[src/design/mic_regs.vh]
`ifndef MIC_REGS_VH
`define MIC_REGS_VH
// ----------------------------------------
// register indices, byte address = 4 * index
// ----------------------------------------
`define MIC_IDX_STATUS 3'h0
`define MIC_IDX_INTPRI 3'h1
`define MIC_IDX_CTRL   3'h2
`define MIC_IDX_FLAG   3'h3
`define MIC_IDX_NOCLR  3'h4
`define MIC_IDX_NMI    3'h5
// ----------------------------------------
// field positions
// ----------------------------------------
`define MIC_CTRL_RREN  7
`define MIC_CTRL_IVSEL 6
`define MIC_CTRL_HIEN  2
`define MIC_CTRL_MEDEN 1
`define MIC_CTRL_LOEN  0
`define MIC_STAT_NMIEX 7
`define MIC_NMI_FLAG0  4
// ----------------------------------------
// reset values
// ----------------------------------------
`define MIC_CTRL_RST   8'h00
`define MIC_INTPRI_RST 8'h00
`define MIC_NOCLR_RST  8'h00
`define MIC_NMIEN_RST  2'h0
// ----------------------------------------
// level codes and timing counts in cycles
// ----------------------------------------
`define MIC_LVL_OFF    2'h0
`define MIC_LVL_LO     2'h1
`define MIC_LVL_MED    2'h2
`define MIC_LVL_HI     2'h3
`define MIC_CYC_PUSH   9'h002
`define MIC_CYC_WAKE   9'h005
`define MIC_CYC_JUMP   9'h003
`define MIC_CYC_RET_S  9'h004
`define MIC_CYC_RET_L  9'h005
`define MIC_CYC_CCP    3'h4
`endif

[src/design/mic_pick.v]
`timescale 1ns/100ps
// lowest index wins; with rotation the slot after last starts the search
module mic_pick (
  // requests
  input  wire [7:0] req,
  input  wire       rr_en,
  input  wire [2:0] last,
  // result
  output wire       any,
  output reg  [2:0] idx
);
  reg [2:0] start;
  reg [2:0] pos;
  integer   k;

  assign any = |req;

  // descending scan so the smallest distance from start is kept
  always @* begin
    start = rr_en ? last + 3'h1 : 3'h0;
    pos   = 3'h0;
    idx   = 3'h0;
    for (k = 7; k >= 0; k = k - 1) begin
      pos = start + k[2:0];
      if (req[pos]) begin
        idx = pos;
      end
    end
  end
endmodule

[src/design/mic_cnt.v]
`timescale 1ns/100ps
// phase timer: holds a phase for exactly val cycles
module mic_cnt (
  // clock and reset
  input  wire       pclk,
  input  wire       presetn,
  // control
  input  wire       load,
  input  wire [8:0] val,
  // status
  output wire       last_cyc
);
  reg [8:0] cnt_r;

  assign last_cyc = (cnt_r == 9'h001);

  // load wins over the running count
  always @(posedge pclk or negedge presetn) begin
    if (!presetn) begin
      cnt_r <= 9'h000;
    end else if (load) begin
      cnt_r <= val;
    end else if (cnt_r != 9'h000) begin
      cnt_r <= cnt_r - 9'h001;
    end
  end
endmodule

[src/design/mic_ctrl.v]
`timescale 1ns/100ps
`include "mic_regs.vh"
module mic_ctrl #(
  parameter       PC_WIDE    = 1,
  parameter [8:0] WAKE_START = 9'h010
) (
  // apb slave
  input  wire        pclk,
  input  wire        presetn,
  input  wire        psel,
  input  wire        penable,
  input  wire        pwrite,
  input  wire [7:0]  paddr,
  input  wire [31:0] pwdata,
  output reg  [31:0] prdata,
  output wire        pready,
  output reg         pslverr,
  // peripheral side
  input  wire [7:0]  src_cond,
  input  wire [15:0] src_lvl,
  input  wire [7:0]  src_flag_clr,
  input  wire [1:0]  nmi_cond,
  // core side inputs
  input  wire        core_gie,
  input  wire        instr_done,
  input  wire        irq_return_instr,
  input  wire        core_asleep,
  input  wire        lock_block,
  input  wire        ccp_unlock,
  // core side outputs
  output reg         irq_take,
  output wire        core_hold,
  output wire        push_pc,
  output wire        pc_load,
  output wire        pop_pc,
  output reg         vec_nmi,
  output reg  [2:0]  vec_idx,
  output reg  [1:0]  vec_lvl,
  output wire        ivsel,
  output wire [3:0]  exec_lvl
);
  // ----------------------------------------
  // sequencer states
  // ----------------------------------------
  localparam [2:0] S_RUN  = 3'h0;
  localparam [2:0] S_PUSH = 3'h1;
  localparam [2:0] S_VEC  = 3'h2;
  localparam [2:0] S_JMP  = 3'h3;
  localparam [2:0] S_RET  = 3'h4;

  reg  [2:0] st_r, st_nxt, ccp_r, gl;
  reg  [7:0] ctrl_r, intpri_r, flag_r, noclr_r;
  reg  [1:0] nmi_en_r, nmi_flag_r;
  reg  [3:0] ex_r;
  reg        need_r, cnt_load;
  reg  [8:0] cnt_val;
  wire       cnt_last, lo_any, med_any, hi_any, blk, mask_ok, go, vec_sel_nmi;
  wire [7:0] lo_req, med_req, hi_req, ack_clr;
  wire [2:0] lo_idx, med_idx, hi_idx, cur, take_idx;
  wire [1:0] nmi_req;
  wire [3:0] top;

  // ----------------------------------------
  // apb access
  // ----------------------------------------
  wire       setup  = psel & ~penable;
  wire       wr     = psel & penable & pwrite;
  wire       hit    = (paddr[7:5] == 3'h0) & (paddr[4:2] <= `MIC_IDX_NMI);
  wire [2:0] ridx   = paddr[4:2];
  wire       wr_pri = wr & hit & (ridx == `MIC_IDX_INTPRI);
  wire       wr_flg = wr & hit & (ridx == `MIC_IDX_FLAG);
  wire       wr_nmi = wr & hit & (ridx == `MIC_IDX_NMI);

  // zero wait states: read data is captured in the setup cycle, write data in the access cycle
  assign pready = 1'b1;

  // read data and error latched during setup, stable in access
  always @(posedge pclk or negedge presetn) begin
    if (!presetn) begin
      prdata  <= 32'h0000_0000;
      pslverr <= 1'b0;
    end else if (setup) begin
      pslverr <= ~hit;
      case (hit ? ridx : 3'h7) // unmapped falls to the default
        `MIC_IDX_STATUS: prdata <= {24'h0, ex_r[3], 4'h0, ex_r[2:0]};
        `MIC_IDX_INTPRI: prdata <= {24'h0, intpri_r};
        `MIC_IDX_CTRL:   prdata <= {24'h0, ctrl_r};
        `MIC_IDX_FLAG:   prdata <= {24'h0, flag_r};
        `MIC_IDX_NOCLR:  prdata <= {24'h0, noclr_r};
        `MIC_IDX_NMI:    prdata <= {26'h0, nmi_flag_r, 2'h0, nmi_en_r};
        default:         prdata <= 32'h0000_0000;
      endcase
    end
  end

  // plain configuration registers
  always @(posedge pclk or negedge presetn) begin
    if (!presetn) begin
      ctrl_r   <= `MIC_CTRL_RST;
      noclr_r  <= `MIC_NOCLR_RST;
      nmi_en_r <= `MIC_NMIEN_RST;
    end else if (wr && hit) begin
      if (ridx == `MIC_IDX_CTRL) begin
        ctrl_r <= pwdata[7:0] & 8'hC7; // reserved bits stay zero
      end
      if (ridx == `MIC_IDX_NOCLR) begin
        noclr_r <= pwdata[7:0];
      end
      if (ridx == `MIC_IDX_NMI) begin
        nmi_en_r <= pwdata[1:0];
      end
    end
  end

  assign ivsel = ctrl_r[`MIC_CTRL_IVSEL];

  // ----------------------------------------
  // source flags and level qualification
  // ----------------------------------------
  genvar i;
  generate
    for (i = 0; i < 8; i = i + 1) begin : g_src
      wire [1:0] lv  = src_lvl[2*i+1:2*i];
      wire       clr = (wr_flg & pwdata[i]) | src_flag_clr[i] | ack_clr[i];
      // set wins over any clear in the same cycle
      always @(posedge pclk or negedge presetn) begin
        if (!presetn) begin
          flag_r[i] <= 1'b0;
        end else begin
          flag_r[i] <= src_cond[i] | (flag_r[i] & ~clr);
        end
      end
      // code 00 keeps the source out of every level
      assign lo_req[i]  = flag_r[i] & (lv == `MIC_LVL_LO)  & ctrl_r[`MIC_CTRL_LOEN];
      assign med_req[i] = flag_r[i] & (lv == `MIC_LVL_MED) & ctrl_r[`MIC_CTRL_MEDEN];
      assign hi_req[i]  = flag_r[i] & (lv == `MIC_LVL_HI)  & ctrl_r[`MIC_CTRL_HIEN];
      // vector execution clears the flag unless the source keeps it
      assign ack_clr[i] = go & (gl != 3'h4) & (take_idx == i) & ~noclr_r[i];
    end
  endgenerate

  // nmi flags: set wins, cleared by their own vector or write-one
  always @(posedge pclk or negedge presetn) begin
    if (!presetn) begin
      nmi_flag_r <= 2'h0;
    end else begin
      nmi_flag_r <= nmi_cond | (nmi_flag_r & ~((go && gl == 3'h4) ? (2'h1 << vec_sel_nmi) : 2'h0)
                    & ~(wr_nmi ? pwdata[`MIC_NMI_FLAG0+1:`MIC_NMI_FLAG0] : 2'h0));
    end
  end

  // ----------------------------------------
  // arbitration
  // ----------------------------------------
  // low level may rotate; medium and high are always static
  mic_pick u_lo (
    .req   (lo_req),
    .rr_en (ctrl_r[`MIC_CTRL_RREN]),
    .last  (intpri_r[2:0]),
    .any   (lo_any),
    .idx   (lo_idx)
  );

  mic_pick u_med (.req(med_req), .rr_en(1'b0), .last(3'h0), .any(med_any), .idx(med_idx));
  mic_pick u_hi  (.req(hi_req), .rr_en(1'b0), .last(3'h0), .any(hi_any), .idx(hi_idx));

  assign nmi_req = nmi_flag_r & nmi_en_r;
  assign vec_sel_nmi = ~nmi_req[0];

  // rank of the running handler: 0 none .. 4 nmi
  assign cur = ex_r[3] ? 3'h4 : ex_r[2] ? 3'h3 : ex_r[1] ? 3'h2 : ex_r[0] ? 3'h1 : 3'h0;

  // unlock window plus the signature cycle itself
  assign blk     = lock_block | ccp_unlock | (ccp_r != 3'h0);
  assign mask_ok = core_gie & ~blk;

  // granted rank, recomputed from live flags every cycle
  always @* begin
    gl = 3'h0;
    if (|nmi_req && !blk && cur < 3'h4) begin
      gl = 3'h4;
    end else if (mask_ok && hi_any && cur < 3'h3) begin
      gl = 3'h3;
    end else if (mask_ok && med_any && cur < 3'h2) begin
      gl = 3'h2;
    end else if (mask_ok && lo_any && cur < 3'h1) begin
      gl = 3'h1;
    end
  end

  assign take_idx = (gl == 3'h4) ? {2'h0, vec_sel_nmi} :
                    (gl == 3'h3) ? hi_idx : (gl == 3'h2) ? med_idx : lo_idx;

  // boundary only: the core flags instruction completion
  assign go = (st_r == S_RUN) & instr_done & ~need_r & ~irq_return_instr & (gl != 3'h0);

  // ----------------------------------------
  // unlock suppression counter
  // ----------------------------------------
  always @(posedge pclk or negedge presetn) begin
    if (!presetn) begin
      ccp_r <= 3'h0;
    end else if (ccp_unlock) begin
      ccp_r <= `MIC_CYC_CCP - 3'h1;
    end else if (ccp_r != 3'h0) begin
      ccp_r <= ccp_r - 3'h1;
    end
  end

  // ----------------------------------------
  // round-robin memory
  // ----------------------------------------
  // hardware update wins over a software write in the same cycle
  always @(posedge pclk or negedge presetn) begin
    if (!presetn) begin
      intpri_r <= `MIC_INTPRI_RST;
    end else if (go && gl == 3'h1 && ctrl_r[`MIC_CTRL_RREN]) begin
      intpri_r <= {5'h00, lo_idx};
    end else if (wr_pri) begin
      intpri_r <= pwdata[7:0];
    end
  end

  // ----------------------------------------
  // executing-level state
  // ----------------------------------------
  // return clears only the top bit, so the state before entry comes back
  assign top      = ex_r[3] ? 4'h8 : ex_r[2] ? 4'h4 : ex_r[1] ? 4'h2 : ex_r[0] ? 4'h1 : 4'h0;
  assign exec_lvl = ex_r;

  always @(posedge pclk or negedge presetn) begin
    if (!presetn) begin
      ex_r <= 4'h0;
    end else if (go) begin
      ex_r <= ex_r | (4'h1 << (gl - 3'h1));
    end else if (st_r == S_RET && cnt_last) begin
      ex_r <= ex_r & ~top;
    end
  end

  // ----------------------------------------
  // response and return sequencer
  // ----------------------------------------
  // the status word is left to software: nothing here stacks it
  // handlers must use the interrupt return or levels stay set
  always @* begin
    st_nxt   = st_r;
    cnt_load = 1'b0;
    cnt_val  = `MIC_CYC_PUSH;
    case (st_r)
      S_RUN: begin
        if (irq_return_instr) begin
          st_nxt   = S_RET;
          cnt_load = 1'b1;
          cnt_val  = PC_WIDE ? `MIC_CYC_RET_L : `MIC_CYC_RET_S;
        end else if (go) begin
          st_nxt   = S_PUSH;
          cnt_load = 1'b1;
          // waking costs extra cycles plus the sleep start-up
          cnt_val  = core_asleep ? `MIC_CYC_PUSH + `MIC_CYC_WAKE + WAKE_START
                                 : `MIC_CYC_PUSH;
        end
      end
      S_PUSH: begin
        if (cnt_last) begin
          st_nxt = S_VEC;
        end
      end
      S_VEC: begin
        st_nxt   = S_JMP;
        cnt_load = 1'b1;
        cnt_val  = `MIC_CYC_JUMP;
      end
      S_JMP, S_RET: begin
        if (cnt_last) begin
          st_nxt = S_RUN;
        end
      end
      default: begin
        st_nxt = S_RUN;
      end
    endcase
  end

  mic_cnt u_cnt (
    .pclk     (pclk),
    .presetn  (presetn),
    .load     (cnt_load),
    .val      (cnt_val),
    .last_cyc (cnt_last)
  );

  always @(posedge pclk or negedge presetn) begin
    if (!presetn) begin
      st_r <= S_RUN;
    end else begin
      st_r <= st_nxt;
    end
  end

  // one instruction must retire after any entry or return
  always @(posedge pclk or negedge presetn) begin
    if (!presetn) begin
      need_r <= 1'b0;
    end else if ((st_r == S_JMP || st_r == S_RET) && cnt_last) begin
      need_r <= 1'b1;
    end else if (st_r == S_RUN && instr_done) begin
      need_r <= 1'b0;
    end
  end

  // granted vector, held until the next grant
  always @(posedge pclk or negedge presetn) begin
    if (!presetn) begin
      irq_take <= 1'b0;
      vec_nmi  <= 1'b0;
      vec_idx  <= 3'h0;
      vec_lvl  <= `MIC_LVL_OFF;
    end else begin
      irq_take <= go;
      if (go) begin
        vec_nmi <= (gl == 3'h4);
        vec_idx <= take_idx;
        vec_lvl <= (gl == 3'h4) ? `MIC_LVL_HI : gl[1:0];
      end
    end
  end

  // core strobes; the global enable is never driven from here
  assign core_hold = (st_r != S_RUN);
  assign push_pc   = (st_r == S_PUSH);
  assign pc_load   = (st_r == S_VEC);
  assign pop_pc    = (st_r == S_RET);
endmodule

[config.mk]
export PLATFORM = sky130hd
export DESIGN_NAME = mic_ctrl
export DESIGN_NICKNAME = d
export VERILOG_FILES = /design/src/design/mic_pick.v /design/src/design/mic_cnt.v /design/src/design/mic_ctrl.v
export VERILOG_INCLUDE_DIRS = /design/src /design/src/design
export SDC_FILE = /design/constraint.sdc
export NUM_CORES = 1
export LEC_CHECK = 0
export BUFFER_PORTS_ARGS = -buffer_cell sky130_fd_sc_hd__buf_2
export CAP_MARGIN = 20
export CELL_PAD_IN_SITES_DETAIL_PLACEMENT = 1
export CELL_PAD_IN_SITES_GLOBAL_PLACEMENT = 1
export CORE_MARGIN = 10
export CORE_UTILIZATION = 43
export CTS_CLUSTER_DIAMETER = 30
export DETAILED_ROUTE_END_ITERATION = 10
export PLACE_DENSITY = 0.88
export SLEW_MARGIN = 20
export SYNTH_ARGS = -nofsm -noshare
export SYNTH_HDL_FRONTEND = slang
export SYNTH_HIERARCHICAL = 1
export SYNTH_SLANG_ARGS = --single-unit
[constraint.sdc]
create_clock -name pclk -period 5.7 [get_ports pclk]
set_clock_uncertainty 0.2 [all_clocks]
set_input_delay 0.57 -clock pclk [delete_from_list [all_inputs] [get_ports pclk]]
set_output_delay 0.57 -clock pclk [all_outputs]
set_load 0.03 [all_outputs]
==> impl_summary.txt <==
----------------------------------------------------
[Yosys]
  Area of the mapped netlist ... approximately 0.007 mm2
  Count of distinct cell types in the synthesized netlist ... 84
  Post-synth EDFFs ... 0
  Gate count of the mapped netlist ... 826
  Top FF cell, synth ... dfrtp_1
  Count of synthesis-stage warnings from yosys ... 6
  Syn Area/Cell ... 8.44 um2
  Post-synthesis sequential area ratio ... 0.248
  Number of storage elements in the synthesis netlist ... slightly below 70
  Share of async-settable or async-resettable flops after synthesis ... 1.00

[CTS]
  Largest buffer count on any clock path ... 2
  Number of buffers added by the clock tree synthesis step ... 9
  Resized Gates After CTS ... 0
  Clock Latency Late Sink ... about 0.34 ns
  CTS Hold Bufs ... 0
  H-tree depth reported by CTS ... 3
  Number of buffers inserted to repair setup after CTS ... 0
  Clock transition at path regs ... about 0.060 ns
  Master cell of the clock root buffer ... clkbuf_16
  TritonCTS sink count ... slightly below 70
  Clock tree from TritonCTS ... done

[STA]
  Setup WS post-layout ... 0.963 ns
  Maximum clock frequency ... 0.211 GHz
  Share of the clock period used by the worst path after layout ... 0.831
  Final Setup Violations ... 0
  Transition time of the tightest slew-check pin ... about 0.94 ns
  Remaining max-slew budget at the tightest pin ... 0.371
  Count of pins over their slew limit ... 0
  Final TNS setup ... 0 ns
  Post-layout min period ... ~4.7 ns
  Post-route worst hold slack ... 0.222 ns
  Hold Vio Cnt, Final ... 0
  Unrepaired setup endpoints after global routing ... false

[Pwr]
  Power per cell area ... roughly 230 mW/mm2
  Total power ... 1.78 mW
  Leakage power summed over all cells ... between 3 and 4 nW
  Worst vdd ir ... 0.260 mV

[Status]
  Result of the run ... completed

[Die]
  Row cnt ... 46
  Core region area ... about 0.016 mm2
  Die extent in x ... 147 um
  Total I/O pin count ... ~140
  Initial Util ... 0.439
  Area of the die ... around 0.022 mm2
  Vertical die dimension ... around 150 um

[Worst setup path]
  Required @ worst endpoint ... roughly 5.7 ns
  Critical Path Source ... intpri_r[0]$_DFFE_PN0P_
  Maximum net fanout on the critical path ... 15
  Crit path kind ... flip-flop to flip-flop
  Worst-case register-to-register setup slack ... between 0.9 and 1 ns
  Peak per-stage delay on the critical path ... about 0.5 ns
  Startpoint of the worst-slack reg-to-reg timing path ... intpri_r[0]$_DFFE_PN0P_
  Critical path, cell by cell ... ha_1 -> nand2_1 -> inv_2 -> ha_1 -> mux2i_1 -> mux4_2 -> nor2_1 -> nand2_1 -> o21ai_1 -> a2111o_1 -> a31o_1 -> inv_1 -> a31oi_1 -> o22a_1 -> nor4_1 -> a31oi_1
  Endpoint arrival time on the critical path ... approximately 4.7 ns
  Cell with the biggest individual delay on the critical path ... ha_1
  Crit end category ... flip-flop
  Critical Path Start Type ... flip-flop

[Flow run]
  Max-cap check violation count ... 0

[Detailed routing]
  Post-Route WL ... roughly 25000 um
  Number of design-rule violations left by the first detailed-router iteration ... 601
  Drt pass-1 iters ... 5
  Per-cell via count in the routed design ... between 6 and 7
  Detailed-route wire length per cell ... between 20 and 25 um
  DRC errors left ... 0
  Via Count ... 7169
  Antenna Violating Nets Remaining ... 0

[Worst hold path]
  Worst min-delay path category ... primary input to async pin

[GRT]
  Pin count of the biggest net entering global routing ... 70
  Initial antenna violation count ... 1
  M1 GR Usage ... 0.273
  Layer with the highest usage after global routing ... met2
  Final global-route overflow total ... 0
  Met2 Track Usage GR ... 0.383
  Wire length of the first global-routing pass ... ~40000 um
  Total global routing track utilization ... 0.221
  Met3 track demand over resource in global routing ... 0.0332
  Via count of the first global-routing pass ... ~7400

[Placement]
  Half-perimeter wire length after placement ... around 19000 um
  Number of buffers added on ports ... 83
  Placer Congestion ... 0.921
  Post-Place Cell Area ... 0.00754 mm2
  Post-Place Setup Slack ... 0.999 ns

[Cells and area]
  Register area ... approximately 0.0017 mm2
  Fill cell total of the finished layout ... 1972
  Area of the multi-input gates ... between 0.004 and 0.005 mm2
  Layout overhead on the synthesized area ... 12.9%
  Nets ... 1020
  Antenna diodes ... 0
  Share of cells above drive strength 1 ... 0.183
  Layout Cell Area excl Fill ... just under 0.008 mm2

----------------------------------------------------
==> synthesized netlist by cell type, drive strengths merged (16+ instances only) <==
| master | n | share of area |
|---|---|---|
| nand2 | 87 | 0.047 |
| dfrtp | 69 | 0.25 |
| mux2i | 60 | 0.089 |
| a21oi | 53 | 0.039 |
| nor2 | 52 | 0.028 |
| o21ai | 52 | 0.037 |
| inv | 43 | 0.025 |
| buf | 40 | 0.043 |
| nand3 | 24 | 0.017 |
| mux2 | 22 | 0.036 |
| a31oi | 21 | 0.020 |
| nor3 | 21 | 0.015 |
| and4b | 16 | 0.023 |
| nand2b | 16 | 0.018 |
==> cell type report <==
type / count / share of cell area
Multi-Input combinational cell: 713 / 0.627
Sequential cell: 69 / 0.219
Inverter: 43 / 0.0224
Clock inverter: 5 / 0.0106
Clock buffer: 11 / 0.0308
Tap cell: 216 / 0.0343
Timing Repair Buffer: 86 / 0.0556
==> critical path: cells and delay by family (launching register included) <==
family	cells	cell delay [ns]
AOI/OAI and AO/OA	6	1.24
adders and majority gates	2	0.86
buffers and inverters	2	0.26
DFF	1	0.48
muxes	2	0.67
and+or+nand+nor	4	0.88
==> final timing paths <==
kind | end | depth (start not counted)
min in group pclk | nmi_flag_r[1]$_DFF_PN0_ | 2
max | flag_r[4]$_DFF_PN0_ | 16
max in group asynchronous | irq_take$_DFF_PN0_ | 2
max reg2reg | flag_r[4]$_DFF_PN0_ | 16
min | noclr_r[3]$_DFFE_PN0P_ | 2
min reg2reg | prdata[4]$_DFFE_PN0P_ | 2
==> state kept, by name, summed over array words and instances (netlist names), 4 cells and up <==
name	cells
ctrl_r	5
exec_lvl	4
flag_r	8
intpri_r	8
noclr_r	8
prdata	8
u_cnt/cnt_r	9
==> metrics by stage <==
stage	instances	util
2_1_floorplan	878	-
3_3_place_gp	1127	0.474
3_5_place_dp	1127	0.474
4_1_cts	1143	0.495
5_1_grt	1143	0.496
6_report	1143	0.496
==> logic make-up after synthesis <==
kind of cell | after synthesis | share of synthesized area
muxes | 94 | 0.164
xor gates and xnor gates | 9 | 0.0113
and+or+nand+nor | 306 | 0.245
AOI/OAI and AO/OA | 237 | 0.234
buffers and inverters | 96 | 0.0748
DFF | 69 | 0.248
other | 2 | 0.00108
adders and majority gates | 13 | 0.0233
==> report_power, final <==
| part | internal (mW) | switching (mW) | leakage, nW |
|---|---|---|---|
| clock | 0.396 | 0.225 | 0.152 |
| sequential | 0.549 | 0.0965 | 0.869 |
| combinational | 0.195 | 0.323 | 2.41 |
| total | 1.14 | 0.644 | 3.43 |
==> layer usage <==
metal  wire, um  vias to the layer above
met3       1310                       47
met5          0                        -
met4        597                        0
met2      12300                      267
li1           -                     3278
met1      10400                     3577
==> cells in the final DEF, fill, tap and decap left out, types with 6 or more instances in the layout <==
cell type and instances:
a21o_1 7, a21oi_1 52, a221oi_1 8, a22o_1 6, a31oi_1 20, and3b_1 6
and4_1 9, and4b_1 16, buf_2 83, clkbuf_16 9, conb_1 54, dfrtp_1 69
ha_1 13, inv_1 37, mux2_2 22, mux2i_1 54, mux2i_2 6, mux4_2 12
nand2_1 86, nand2b_1 13, nand3_1 24, nor2_1 52, nor2b_1 6, nor3_1 19
nor3b_1 10, nor4_1 15, nor4b_1 7, o2111ai_1 6, o211ai_1 7, o21ai_0 46
o21ai_1 6, o22ai_1 10, o31ai_1 6
Note: power is estimated with default switching activity, not from simulation.
